File: config.mk
export PLATFORM = sky130hd
export DESIGN_NAME = wdg_top
export DESIGN_NICKNAME = d
export VERILOG_FILES = /design/src/common/wdg_pkg.sv /design/src/verilog/wdg_prescale.sv /design/src/verilog/wdg_top.sv
export SDC_FILE = /design/constraint.sdc
export NUM_CORES = 1
export LEC_CHECK = 0
export BUFFER_PORTS_ARGS = -buffer_cell sky130_fd_sc_hd__buf_2
export CORE_ASPECT_RATIO = 0.5
export CORE_MARGIN = 8
export CORE_UTILIZATION = 45
export DETAILED_ROUTE_END_ITERATION = 7
export GPL_TIMING_DRIVEN = 0
export HOLD_SLACK_MARGIN = 0.08
export PLACE_DENSITY = 0.7
export SLEW_MARGIN = 0
export SYNTH_ARGS = -nofsm -noshare
export SYNTH_HDL_FRONTEND = slang
export SYNTH_HIERARCHICAL = 1
export SYNTH_SLANG_ARGS = --single-unit
export TNS_END_PERCENT = 10
File: constraint.sdc
create_clock -name i_clk -period 6.8 [get_ports i_clk]
set_clock_uncertainty 0.1 [all_clocks]
set_input_delay 1.36 -clock i_clk [delete_from_list [all_inputs] [get_ports i_clk]]
set_output_delay 1.36 -clock i_clk [all_outputs]
set_load 0.005 [all_outputs]
File: src/common/wdg_pkg.sv
// package for the watchdog block: register map, field layout, reset values, timing
// assumes a 32-bit apb slave, one aligned word per register
package wdg_pkg;
  // printed offsets are not all multiples of four: index here, byte address is index * 4
  localparam logic [7:0]  CTRL_IDX       = 8'h9F;
  localparam logic [7:0]  SYSTEM_CONFIG_REG_IDX      = 8'hBF;
  localparam logic [7:0]  IRQ_STAT_IDX   = 8'hC0;
  localparam logic [7:0]  IRQ_MASK_IDX   = 8'hC1;
  localparam logic [7:0]  COUNT_IDX      = 8'hC2;
  localparam logic [11:0] CTRL_ADDR      = {2'h0, CTRL_IDX, 2'h0};
  localparam logic [11:0] SYSTEM_CONFIG_REG_ADDR     = {2'h0, SYSTEM_CONFIG_REG_IDX, 2'h0};
  localparam logic [11:0] IRQ_STAT_ADDR  = {2'h0, IRQ_STAT_IDX, 2'h0};
  localparam logic [11:0] IRQ_MASK_ADDR  = {2'h0, IRQ_MASK_IDX, 2'h0};
  localparam logic [11:0] COUNT_ADDR     = {2'h0, COUNT_IDX, 2'h0};
  // control register fields
  localparam int          CTRL_EN_BIT    = 7;
  localparam int          CTRL_CLR_BIT   = 5;
  localparam int          CTRL_PS_LSB    = 0;
  localparam int          PS_W           = 3;
  localparam logic [7:0]  CTRL_RST       = 8'h00;
  // system configuration fields
  localparam int          SYSTEM_CONFIG_REG_WDR_BIT  = 7;
  localparam int          SYSTEM_CONFIG_REG_OME_BIT  = 1;
  localparam int          SYSTEM_CONFIG_REG_STROBE_INHIBIT_BIT_BIT = 0;
  localparam logic [7:0]  SYSTEM_CONFIG_REG_RST      = 8'h02;
  // interrupt status bits
  localparam int          IRQ_W          = 2;
  localparam int          IRQ_OVF_BIT    = 0;
  localparam int          IRQ_KICK_BIT   = 1;
  // counter and divider
  localparam int          CNT_W          = 16;
  localparam int          DIV_BASE_LOG2  = 3;
  localparam int          DIV_W          = 10;
  localparam int          STROBE_DIV     = 6;
  localparam int          RST_PULSE_CYC  = 4;
  localparam real         CLK_MHZ        = 40.0;

  typedef struct packed {
    logic          en;
    logic [PS_W-1:0] ps;
  } wdg_ctrl_t;
endpackage

File: src/verilog/wdg_prescale.sv
// prescaler: divider counting only while i_run, giving a one-cycle tick every 2^(ps+3) clocks
// assumes a single clock; i_sync_clr restarts the division phase
`timescale 1ns/1ps
module wdg_prescale #(
  parameter int DIV_W = wdg_pkg::DIV_W
) (
  // clock and reset
  input  wire logic       i_clk,
  input  wire logic       i_nrst,
  // control
  input  wire logic       i_run,
  input  wire logic       i_sync_clr,
  input  wire logic [2:0] i_ps,
  // tick out
  output logic            o_tick
);
  initial begin
    if (DIV_W < wdg_pkg::DIV_BASE_LOG2 + 7) $error("prescaler too narrow");
  end

  logic [DIV_W-1:0] div_r;
  logic [DIV_W-1:0] mask;

  // divide by 2^(ps+3): tick when the low ps+3 bits are all ones
  always_comb begin
    mask = DIV_W'((1 << (int'(i_ps) + wdg_pkg::DIV_BASE_LOG2)) - 1);
  end

  always_ff @(posedge i_clk or negedge i_nrst) begin
    if (!i_nrst) begin
      div_r <= '0;
    end else if (!i_run || i_sync_clr) begin
      div_r <= '0;
    end else begin
      div_r <= div_r + DIV_W'(1);
    end
  end

  assign o_tick = i_run && !i_sync_clr && ((div_r & mask) == mask);
endmodule // wdg_prescale

File: src/verilog/wdg_top.sv
// watchdog timer with address-strobe inhibit, apb register slave
// assumes i_nrst is the device reset (pin or watchdog); o_dog_reset is fed back into it
// Behaviour
// - 16-bit counter overflows into device reset
// - control bit 7 one enables watchdog
// - counter advances on prescaled tick when enabled
// - enable clears on every device reset
// - control bit 5 one zeroes counter
// - prescale divides by two to field plus three
// - control layout en7 clr5 ps2..0, resets zero
// - timeout is 65536 divided-clock periods
// - config bit 0 stops divide-by-six strobe
// - watchdog overflow sets config bit 7
//
// The APB register port was decided locally.
`timescale 1ns/1ps
module wdg_top #(
  parameter int CNT_W = wdg_pkg::CNT_W,
  parameter int DIV_W = wdg_pkg::DIV_W
) (
  // clock and reset
  input  wire logic        i_clk,
  input  wire logic        i_nrst,
  // flag that the last reset came from the watchdog (held outside the reset domain)
  input  wire logic        i_wdr_seen,
  // apb slave
  input  wire logic        i_psel,
  input  wire logic        i_penable,
  input  wire logic        i_pwrite,
  input  wire logic [11:0] i_paddr,
  input  wire logic [31:0] i_pwdata,
  input  wire logic [3:0]  i_pstrb,
  output logic [31:0]      o_prdata,
  output logic             o_pready,
  output logic             o_pslverr,
  // device reset request
  output logic             o_dog_reset,
  // address-latch strobe pin
  output logic             o_strobe,
  // interrupt
  output logic             o_irq
);
  initial begin
    // shorter counters are allowed so a bench can reach overflow quickly
    if (CNT_W < 2 || CNT_W > 32) $error("counter width out of range");
  end

  localparam logic [2:0] STROBE_LAST = 3'(wdg_pkg::STROBE_DIV - 1);
  localparam logic [2:0] PULSE_LAST  = 3'(wdg_pkg::RST_PULSE_CYC - 1);

  typedef enum logic [1:0] {WDG_IDLE, WDG_RUN, WDG_FIRE} wdg_state_t;

  wdg_state_t            state_r;
  wdg_pkg::wdg_ctrl_t    ctrl_r;
  logic                  clr_req_r;
  logic [CNT_W-1:0]      cnt_r;
  logic [2:0]            pulse_r;
  logic                  wdr_r;
  logic                  ome_r;
  logic                  strobe_inhibit_bit_r;
  logic [2:0]            strobe_cnt_r;
  logic                  strobe_r;
  logic [wdg_pkg::IRQ_W-1:0] stat_r;
  logic [wdg_pkg::IRQ_W-1:0] mask_r;
  logic [31:0]           rdata_r;
  logic                  tick;
  logic                  wr_en;
  logic                  rd_en;
  logic                  hit;
  logic                  overflow;
  logic [7:0]            wbyte;

  // apb: zero wait states, unmapped address answers pslverr
  assign wr_en     = i_psel && i_penable && i_pwrite;
  assign rd_en     = i_psel && i_penable && !i_pwrite;
  assign wbyte     = i_pstrb[0] ? i_pwdata[7:0] : 8'h00;
  assign hit       = (i_paddr == wdg_pkg::CTRL_ADDR) || (i_paddr == wdg_pkg::SYSTEM_CONFIG_REG_ADDR) ||
                     (i_paddr == wdg_pkg::IRQ_STAT_ADDR) || (i_paddr == wdg_pkg::IRQ_MASK_ADDR) ||
                     (i_paddr == wdg_pkg::COUNT_ADDR);
  assign o_pready  = 1'b1;
  assign o_pslverr = i_psel && i_penable && !hit;
  assign o_prdata  = rdata_r;

  // control register: writes take effect with strobe on lane 0 only
  always_ff @(posedge i_clk or negedge i_nrst) begin
    if (!i_nrst) begin
      ctrl_r <= '0;
    end else if (wr_en && i_pstrb[0] && i_paddr == wdg_pkg::CTRL_ADDR) begin
      ctrl_r.en <= wbyte[wdg_pkg::CTRL_EN_BIT];
      ctrl_r.ps <= wbyte[wdg_pkg::CTRL_PS_LSB +: wdg_pkg::PS_W];
    end
  end

  // clear request is consumed in the next cycle, so it never reads back as one
  always_ff @(posedge i_clk or negedge i_nrst) begin
    if (!i_nrst) begin
      clr_req_r <= 1'b0;
    end else begin
      clr_req_r <= wr_en && i_pstrb[0] && i_paddr == wdg_pkg::CTRL_ADDR &&
                   wbyte[wdg_pkg::CTRL_CLR_BIT];
    end
  end

  wdg_prescale #(
    .DIV_W (DIV_W)
  ) u_prescale (
    .i_clk      (i_clk),
    .i_nrst     (i_nrst),
    .i_run      (state_r == WDG_RUN),
    .i_sync_clr (clr_req_r),
    .i_ps       (ctrl_r.ps),
    .o_tick     (tick)
  );

  assign overflow = tick && (cnt_r == {CNT_W{1'b1}});

  // state: counting starts after enable, fire holds a short reset pulse
  always_ff @(posedge i_clk or negedge i_nrst) begin
    if (!i_nrst) begin
      state_r <= WDG_IDLE;
    end else begin
      unique case (state_r)
        WDG_IDLE: begin
          if (ctrl_r.en) begin
            state_r <= WDG_RUN;
          end
        end
        WDG_RUN: begin
          if (!ctrl_r.en) begin
            state_r <= WDG_IDLE;
          end else if (overflow) begin
            state_r <= WDG_FIRE;
          end
        end
        WDG_FIRE: begin
          if (pulse_r == PULSE_LAST) begin
            state_r <= WDG_IDLE;
          end
        end
      endcase
    end
  end

  // counter: zeroed on reset, clear request or disable; wraps at overflow
  always_ff @(posedge i_clk or negedge i_nrst) begin
    if (!i_nrst) begin
      cnt_r <= '0;
    end else if (clr_req_r || state_r != WDG_RUN) begin
      cnt_r <= '0;
    end else if (tick) begin
      cnt_r <= cnt_r + CNT_W'(1);
    end
  end

  always_ff @(posedge i_clk or negedge i_nrst) begin
    if (!i_nrst) begin
      pulse_r <= '0;
    end else if (state_r == WDG_FIRE) begin
      pulse_r <= pulse_r + 3'h1;
    end else begin
      pulse_r <= '0;
    end
  end

  // reset pulse stretched so the device reset logic catches it
  assign o_dog_reset = (state_r == WDG_FIRE);

  // system configuration: reset source flag is caught after release, not under reset
  logic wdr_load_r;
  always_ff @(posedge i_clk or negedge i_nrst) begin
    if (!i_nrst) begin
      wdr_load_r <= 1'b1;
    end else begin
      wdr_load_r <= 1'b0;
    end
  end

  always_ff @(posedge i_clk or negedge i_nrst) begin
    if (!i_nrst) begin
      wdr_r  <= 1'b0;
      ome_r  <= wdg_pkg::SYSTEM_CONFIG_REG_RST[wdg_pkg::SYSTEM_CONFIG_REG_OME_BIT];
      strobe_inhibit_bit_r <= 1'b0;
    end else if (wdr_load_r && i_wdr_seen) begin
      wdr_r <= 1'b1;
    end else if (overflow) begin
      wdr_r <= 1'b1;
    end else if (wr_en && i_pstrb[0] && i_paddr == wdg_pkg::SYSTEM_CONFIG_REG_ADDR) begin
      wdr_r  <= wbyte[wdg_pkg::SYSTEM_CONFIG_REG_WDR_BIT];
      ome_r  <= wbyte[wdg_pkg::SYSTEM_CONFIG_REG_OME_BIT];
      strobe_inhibit_bit_r <= wbyte[wdg_pkg::SYSTEM_CONFIG_REG_STROBE_INHIBIT_BIT_BIT];
    end
  end

  // address strobe: clock divided by six, suppressed while inhibit is set
  always_ff @(posedge i_clk or negedge i_nrst) begin
    if (!i_nrst) begin
      strobe_cnt_r <= '0;
      strobe_r     <= 1'b0;
    end else begin
      strobe_cnt_r <= (strobe_cnt_r == STROBE_LAST) ? 3'h0 : strobe_cnt_r + 3'h1;
      strobe_r     <= !strobe_inhibit_bit_r && (strobe_cnt_r < 3'(wdg_pkg::STROBE_DIV / 2));
    end
  end
  assign o_strobe = strobe_r;

  // interrupt status: sticky, write one to clear, a new event wins over the clear
  logic [wdg_pkg::IRQ_W-1:0] ev;
  assign ev[wdg_pkg::IRQ_OVF_BIT]  = overflow;
  assign ev[wdg_pkg::IRQ_KICK_BIT] = clr_req_r;

  always_ff @(posedge i_clk or negedge i_nrst) begin
    if (!i_nrst) begin
      stat_r <= '0;
    end else if (wr_en && i_pstrb[0] && i_paddr == wdg_pkg::IRQ_STAT_ADDR) begin
      stat_r <= (stat_r & ~wbyte[wdg_pkg::IRQ_W-1:0]) | ev;
    end else begin
      stat_r <= stat_r | ev;
    end
  end

  always_ff @(posedge i_clk or negedge i_nrst) begin
    if (!i_nrst) begin
      mask_r <= '0;
    end else if (wr_en && i_pstrb[0] && i_paddr == wdg_pkg::IRQ_MASK_ADDR) begin
      mask_r <= wbyte[wdg_pkg::IRQ_W-1:0];
    end
  end

  assign o_irq = |(stat_r & mask_r);

  // read data registered on the edge that ends the setup cycle; pready is immediate, so read
  // data is taken combinationally from the setup-cycle registered copy
  always_ff @(posedge i_clk or negedge i_nrst) begin
    if (!i_nrst) begin
      rdata_r <= '0;
    end else if (i_psel && !i_penable && !i_pwrite) begin
      unique case (i_paddr)
        wdg_pkg::CTRL_ADDR:     rdata_r <= {24'h0, ctrl_r.en, 2'b00, 2'b00, ctrl_r.ps};
        wdg_pkg::SYSTEM_CONFIG_REG_ADDR:    rdata_r <= {24'h0, wdr_r, 5'h00, ome_r, strobe_inhibit_bit_r};
        wdg_pkg::IRQ_STAT_ADDR: rdata_r <= {30'h0, stat_r};
        wdg_pkg::IRQ_MASK_ADDR: rdata_r <= {30'h0, mask_r};
        wdg_pkg::COUNT_ADDR:    rdata_r <= 32'(cnt_r);
        default:                rdata_r <= 32'h0;
      endcase
    end
  end

  // a clear restarts the divider phase, so the tick spacing check skips the next window
  logic [2:0] clr_age_r;
  always_ff @(posedge i_clk or negedge i_nrst) begin
    if (!i_nrst) begin
      clr_age_r <= 3'h0;
    end else if (clr_req_r) begin
      clr_age_r <= 3'h7;
    end else if (clr_age_r != 3'h0) begin
      clr_age_r <= clr_age_r - 3'h1;
    end
  end

  // checks
  wdg_en_reset_a: assert property (@(posedge i_clk) $rose(i_nrst) |-> !ctrl_r.en)
    else $error("enable not cleared by reset");
  dog_overflow_a: assert property (@(posedge i_clk) disable iff (!i_nrst)
    (state_r == WDG_RUN && ctrl_r.en && overflow) |=> o_dog_reset[*4] ##1 !o_dog_reset)
    else $error("overflow did not give reset pulse");
  cnt_clear_a: assert property (@(posedge i_clk) disable iff (!i_nrst)
    clr_req_r |=> cnt_r == '0)
    else $error("clear did not zero counter");
  clr_oneshot_a: assert property (@(posedge i_clk) disable iff (!i_nrst)
    clr_req_r |=> !clr_req_r || $past(wr_en))
    else $error("clear request stuck");
  cnt_advance_a: assert property (@(posedge i_clk) disable iff (!i_nrst)
    (state_r == WDG_RUN && ctrl_r.en && tick && !clr_req_r && !overflow) |=> cnt_r == $past(cnt_r) + CNT_W'(1))
    else $error("counter missed a tick");
  idle_hold_a: assert property (@(posedge i_clk) disable iff (!i_nrst)
    (state_r == WDG_IDLE) |=> cnt_r == '0)
    else $error("counter moved while disabled");
  wdr_set_a: assert property (@(posedge i_clk) disable iff (!i_nrst)
    overflow |=> wdr_r)
    else $error("reset flag not set");
  strobe_off_a: assert property (@(posedge i_clk) disable iff (!i_nrst)
    strobe_inhibit_bit_r |=> !o_strobe)
    else $error("strobe not inhibited");
  tick_rate_a: assert property (@(posedge i_clk) disable iff (!i_nrst)
    (tick && ctrl_r.ps == 3'h0 && state_r == WDG_RUN && ctrl_r.en && !clr_req_r) |=>
      !tick[*7] ##1 (tick || state_r != WDG_RUN || ctrl_r.ps != 3'h0 || clr_req_r || clr_age_r != 3'h0))
    else $error("divide by eight broken");
endmodule // wdg_top
* Word level (Yosys, flattened, before mapping)
Index checks and enable logic that the tools add are counted.
Word-level totals: register bits after elaboration 80, input port bits 54, output and inout port bits 37, logic and storage cells 97
Operators by class: $add $sub $neg 6, magnitude comparators 1, equal/unequal tests 15, shift-type cells 1, mux-type cells 16, bitwise gates (word level) 8, reduce and logical (&&, ||, !) cells 34
Operator list (number):
- case mux 16 bit (5 select lines) | 1
- == test 12 x 10 -> 1 bit, second input constant | 5
- two-way mux 16 bit | 2
- left shift 1 x 32 -> 10 bit, first input constant | 1
- adder 16 x 1 -> 16 bit, second input constant | 1
- == test 16 bit, second input constant | 1
- logical AND 1 bit | 16
- adder 10 x 1 -> 10 bit, second input constant | 1
- bitwise AND 10 bit | 1
- == test 10 bit | 1
- two-way mux 10 bit | 1
- two-way mux 2 bit | 5
- subtractor 10 x 2 -> 10 bit, second input constant | 1
- two-way mux 8 bit | 1
- adder 3 x 1 -> 3 bit, second input constant | 2
- logical NOT 1 bit | 6
- logical OR 1 bit | 6
- two-way mux 3 bit | 2
- case mux 2 bit (3 select lines) | 1
- AND reduction 3 bit | 2
- adder 3 x 2 -> 4 bit, second input constant | 1
- bitwise AND 2 bit | 2
- != test 2 x 1 -> 1 bit, second input constant | 2
- bitwise OR 2 bit | 2
- 14 further kinds | 17

* Logic depth before layout (Yosys ltp)
word-level depth 10, gate-level depth with buffers 11, mapped depth without buffers 9

* Modules after synthesis
The synthesis kept the hierarchy.
By module, submodules not included:
- wdg_top | times used 1, cells each 275, area each 2782.7 µm², seq. area each 1353.8 µm²
- wdg_prescale | times used 1, cells each 67, area each 589.3 µm², seq. area each 250.2 µm²

* Worst setup path after synthesis
No wires, ideal clock.
kind input to output, from in i_paddr[0], to out o_pslverr, arrival time 2.393 ns, required time 5.340 ns, slack 2.947 ns, stages on the path 5, buffers on the path 1, cell sequence nor4b_1 > and2_1 > clkbuf_1 > o21ai_0 > and3_1
Between the ends: longest elaborated chain between the ends 7, elaborated cells on any way between the ends 11, those cells by class eq/ne: 5; reduce/logical: 6
RTL lines:
- start: declaration | line wdg_top.sv:30 | input wire logic [11:0] i_paddr,
- == test 12 x 10 -> 1 bit | line wdg_top.sv:77 | assign hit = (i_paddr == wdg_pkg::CTRL_ADDR) || (i_paddr == wdg_pkg::SYSTEM_CONFIG_REG_ADDR) ||
- logical OR 1 bit (2 in series) | line wdg_top.sv:77
- logical OR 1 bit | line wdg_top.sv:78 | (i_paddr == wdg_pkg::IRQ_STAT_ADDR) || (i_paddr == wdg_pkg::IRQ_MASK_ADDR) ||
- logical OR 1 bit * | line wdg_top.sv:78
- logical NOT 1 bit * | line wdg_top.sv:81 | assign o_pslverr = i_psel && i_penable && !hit;
- logical AND 1 bit * | line wdg_top.sv:81
- end: declaration | line wdg_top.sv:35 | output logic o_pslverr,
Every way passes the cells marked *; elsewhere a longest branch is shown, timed or not.

* Final worst setup path
Ends and elaborated chain as after synthesis.

==> results.md <==
- Syn. warnings: 6
- Status: complete, no violations
- H-tree lvl count: 3
- Post-synthesis sequential area ratio: 0.476
- FF-to-FF Start: state_r[1]
- Slew Viols, Final: 0
- Placed cells: 498
- Final ANT Viol Nets: 0
- Cells along the critical path: buf_2 > nor4b_1 > and2_1 > clkbuf_1 > o21ai_0 > and3_1 > buf_2
- DRC Markers: 0
- Worst-Margin Slew: 0.803 ns
- Switching component of the power: 0.000244 W
- Endpoint class of the critical path: output pin
- Fin cells: 514
- N_diodes: 0
- Die footprint: 0.0107 mm2
- Die height: 77.2 um
- Worst path bufs/invs: 3
- CP Data Required Time: 5.34 ns
- Hold path startpoint: pulse_r[0]
- Comb pwr share: 0.129
- CTS tree: done
- Placeable Area: 0.00729 mm2
- Vias per std cell: 5.06
- Average size of a mapped cell: 9.86 um2
- Library cells used by synthesis: 56
- Worst Setup Start Kind: primary input
- Max Freq: 0.223 GHz
- Root Driver: clkbuf_16
- Number of global-route vias before repair: 2659
- Layout Nets: 475
- Setup TNS: 0 ns
- Worst R2R Setup Slack: 3.77 ns
- Vias: 2599
- Crit-path leading delay family: simple AND/OR/NAND/NOR gates
- Clock share of power: 0.438
- Die X: 138 um
- CP Max Fanout: 7
- Reg2reg path depth: 11
- CP dominant cell by count: buf_2
- Synth top area share: 0.460
- Number of synthesized flops with an enable pin: 0
- Post-CTS setup buffers: 0
- Bufs on Longest Clock Path: 2
- Filler cell count in the final layout: 691
- Slew HR: 0.465
- Largest net degree at the start of global routing: 65
- Gr usage total: 0.147
- Syn Inst Count: 342
- Cell Int Power: 0.000707 W
- Most common cell after layout, fill and taps aside: dfrtp_1
- Clock-pin slew on the worst setup and hold paths: 0.05 ns
- Total CTS buffers: 9
- Reg-to-reg endpoint: cnt_r[13]
- Ports: 91
- Final hold violations: 0
- Setup violators final: 0
- Initial antenna violation count: 0
- Crit Path Category: primary input to output pin
- Hold Path End: pulse_r[0]
- Share of cells above drive strength 1: 0.230
- Hold Path Class: register to register
- Gr ovfl total: 0
- PnR Total Power: 0.000951 W
- Initial core utilization: 0.462
- Clock Latency Late Sink: 0.32 ns
- Synth Register Bits: 64
- Top post-synthesis cells by area: dfrtp_1, nand2_1, buf_4, mux2_2, ha_1
- VDD IR max: 0.167 mV
- Slowest cell on crit path: nor4b_1
- Area leader, netlist: dfrtp_1
- Routability cong.: 0.795
- First-pass GRT wire length: 12700 um
- Async SR Flop Fraction: 1.00
- Synthesized cell area: 0.00337 mm2
- Part of the cycle the worst path needs: 0.660
- DP HPWL: 5520 um
- Power per Cell Area: 235 mW/mm2
- DR iter-0 viols: 123
- WL/cell: 14.5 um
- RSZ-0062 raised after global routing: false
- Max-Cap Viols: 0
- PnR worst setup slack: 2.31 ns
- Row count: 22
- Lkg Pwr: 1.91 nW
- CP peak stage delay: 0.60 ns
- Worst slack, placed: 2.38 ns
- Drt pass-1 iters: 4
- Hold buffers post-CTS: 0
- Seq pwr share: 0.433
- Sw Share: 0.257
- Clk sink count: 64
- Most frequent cells in the layout: dfrtp_1, buf_2, nand2_1
- CTS-repair resized insts: 0
- Area grow syn2layout: 20.0%
- Minimum clock period: 4.49 ns
- Post-Route WL: 7450 um
- Hold depth: 1
- Buffers on Ports: 43
- Main synth FF type: dfrtp_1
- CP Data Arrival Time: 3.03 ns
==> area by class of cell <==
cell class | count | area, um2 | area share
buffer | 28 | 179 | 0.0442
clock buffer | 16 | 272 | 0.0671
inverter | 19 | 71.3 | 0.0176
multi-input combinational | 248 | 1580 | 0.391
sequential | 64 | 1600 | 0.397
tap | 96 | 120 | 0.0297
timing repair buffer | 43 | 218 | 0.0538
==> power by group through the flow <==
stage	clock (W)	sequential, W	combinational (W)
5_1_grt	0.000448	0.000413	0.000140
3_3_place_gp	0	0.000417	0.000119
3_5_place_dp	0	0.000417	0.000121
6_report	0.000417	0.000412	0.000123
2_1_floorplan	0	0.000414	0.0000808
4_1_cts	0.000426	0.000412	0.000123
==> synthesized netlist by cell type (all sizes together), types with 2 or more instances <==
library cell	count
ha	8
xnor2	6
and3	4
a21oi	13
and2	6
o31ai	4
a2111oi	2
nor4b	2
conb	3
a41oi	2
dfstp	2
xor2	11
nor3	6
buf	19
nand2	39
o21ai	24
or4	3
mux2	9
nand3	10
and4	4
nor2	24
nand4b	3
inv	19
dfrtp	62
nand2b	2
a21o	4
nor3b	3
a22oi	4
a31oi	2
mux2i	6
clkbuf	9
or3	5
nand4	9
nor2b	3
==> worst register-to-register path, cell delays in order (launching register included) <==
cell and delay [ns]:
dfrtp_1 0.38, inv_1 0.09, ha_1 0.22, nand2b_1 0.10
a2111oi_0 0.40, o2111a_1 0.25, clkbuf_2 0.17, and4_1 0.21
buf_2 0.18, nand3_1 0.20, or4_1 0.52, a21oi_1 0.15
==> per-stage QoR <==
step,util,hold WS [ns],instance area [um2]
3_5_place_dp,0.517,0.345,3770
5_1_grt,0.555,0.370,4050
6_report,0.555,0.349,4050
4_1_cts,0.554,0.352,4040
2_1_floorplan,-,0.309,3440
3_3_place_gp,0.517,0.322,3770
==> sequential cells by signal (all words and copies together), names as in the netlist <==
name and count:
mask_r 2, state_r 2, wdr_load_r 1, ctrl_r 4, strobe_inhibit_bit_r 1, wdr_r 1, ome_r 1, pulse_r 3
cnt_r 16, clr_req_r 1, u_prescale/div_r 10, strobe_cnt_r 3, o_prdata 16, o_strobe 1, stat_r 2
==> metal layers <==
layer / global-route usage / share of wire / vias up
li1: - / - / 1298
met1: 0.175 / 0.48 / 1225
met2: 0.233 / 0.45 / 62
met3: 0.0547 / 0.054 / 14
met4: 0.0657 / 0.018 / 0
met5: 0 / 0 / -
==> cell families (layout without fill, tap and decap cells) <==
group,count (synthesis),count (layout),share of synthesized area
simple gates,129,129,0.213
flops,64,64,0.476
compound gates,59,59,0.112
buf+inv,47,106,0.0742
xor+xnor,17,17,0.0442
mux,15,15,0.0479
fa+ha+maj,8,8,0.0297
other cells,3,20,0.00334
==> worst max path at each step <==
stage                     depth (start not counted)         to       start
final                                             7  o_pslverr  i_paddr[0]
after global routing                              7  o_pslverr  i_paddr[0]
after CTS                                         7  o_pslverr  i_paddr[0]
after detailed placement                          7  o_pslverr  i_paddr[0]
after global placement                            7  o_pslverr  i_paddr[0]
after floorplan                                   5  o_pslverr  i_paddr[0]
Note: power is estimated with default switching activity, not from simulation.
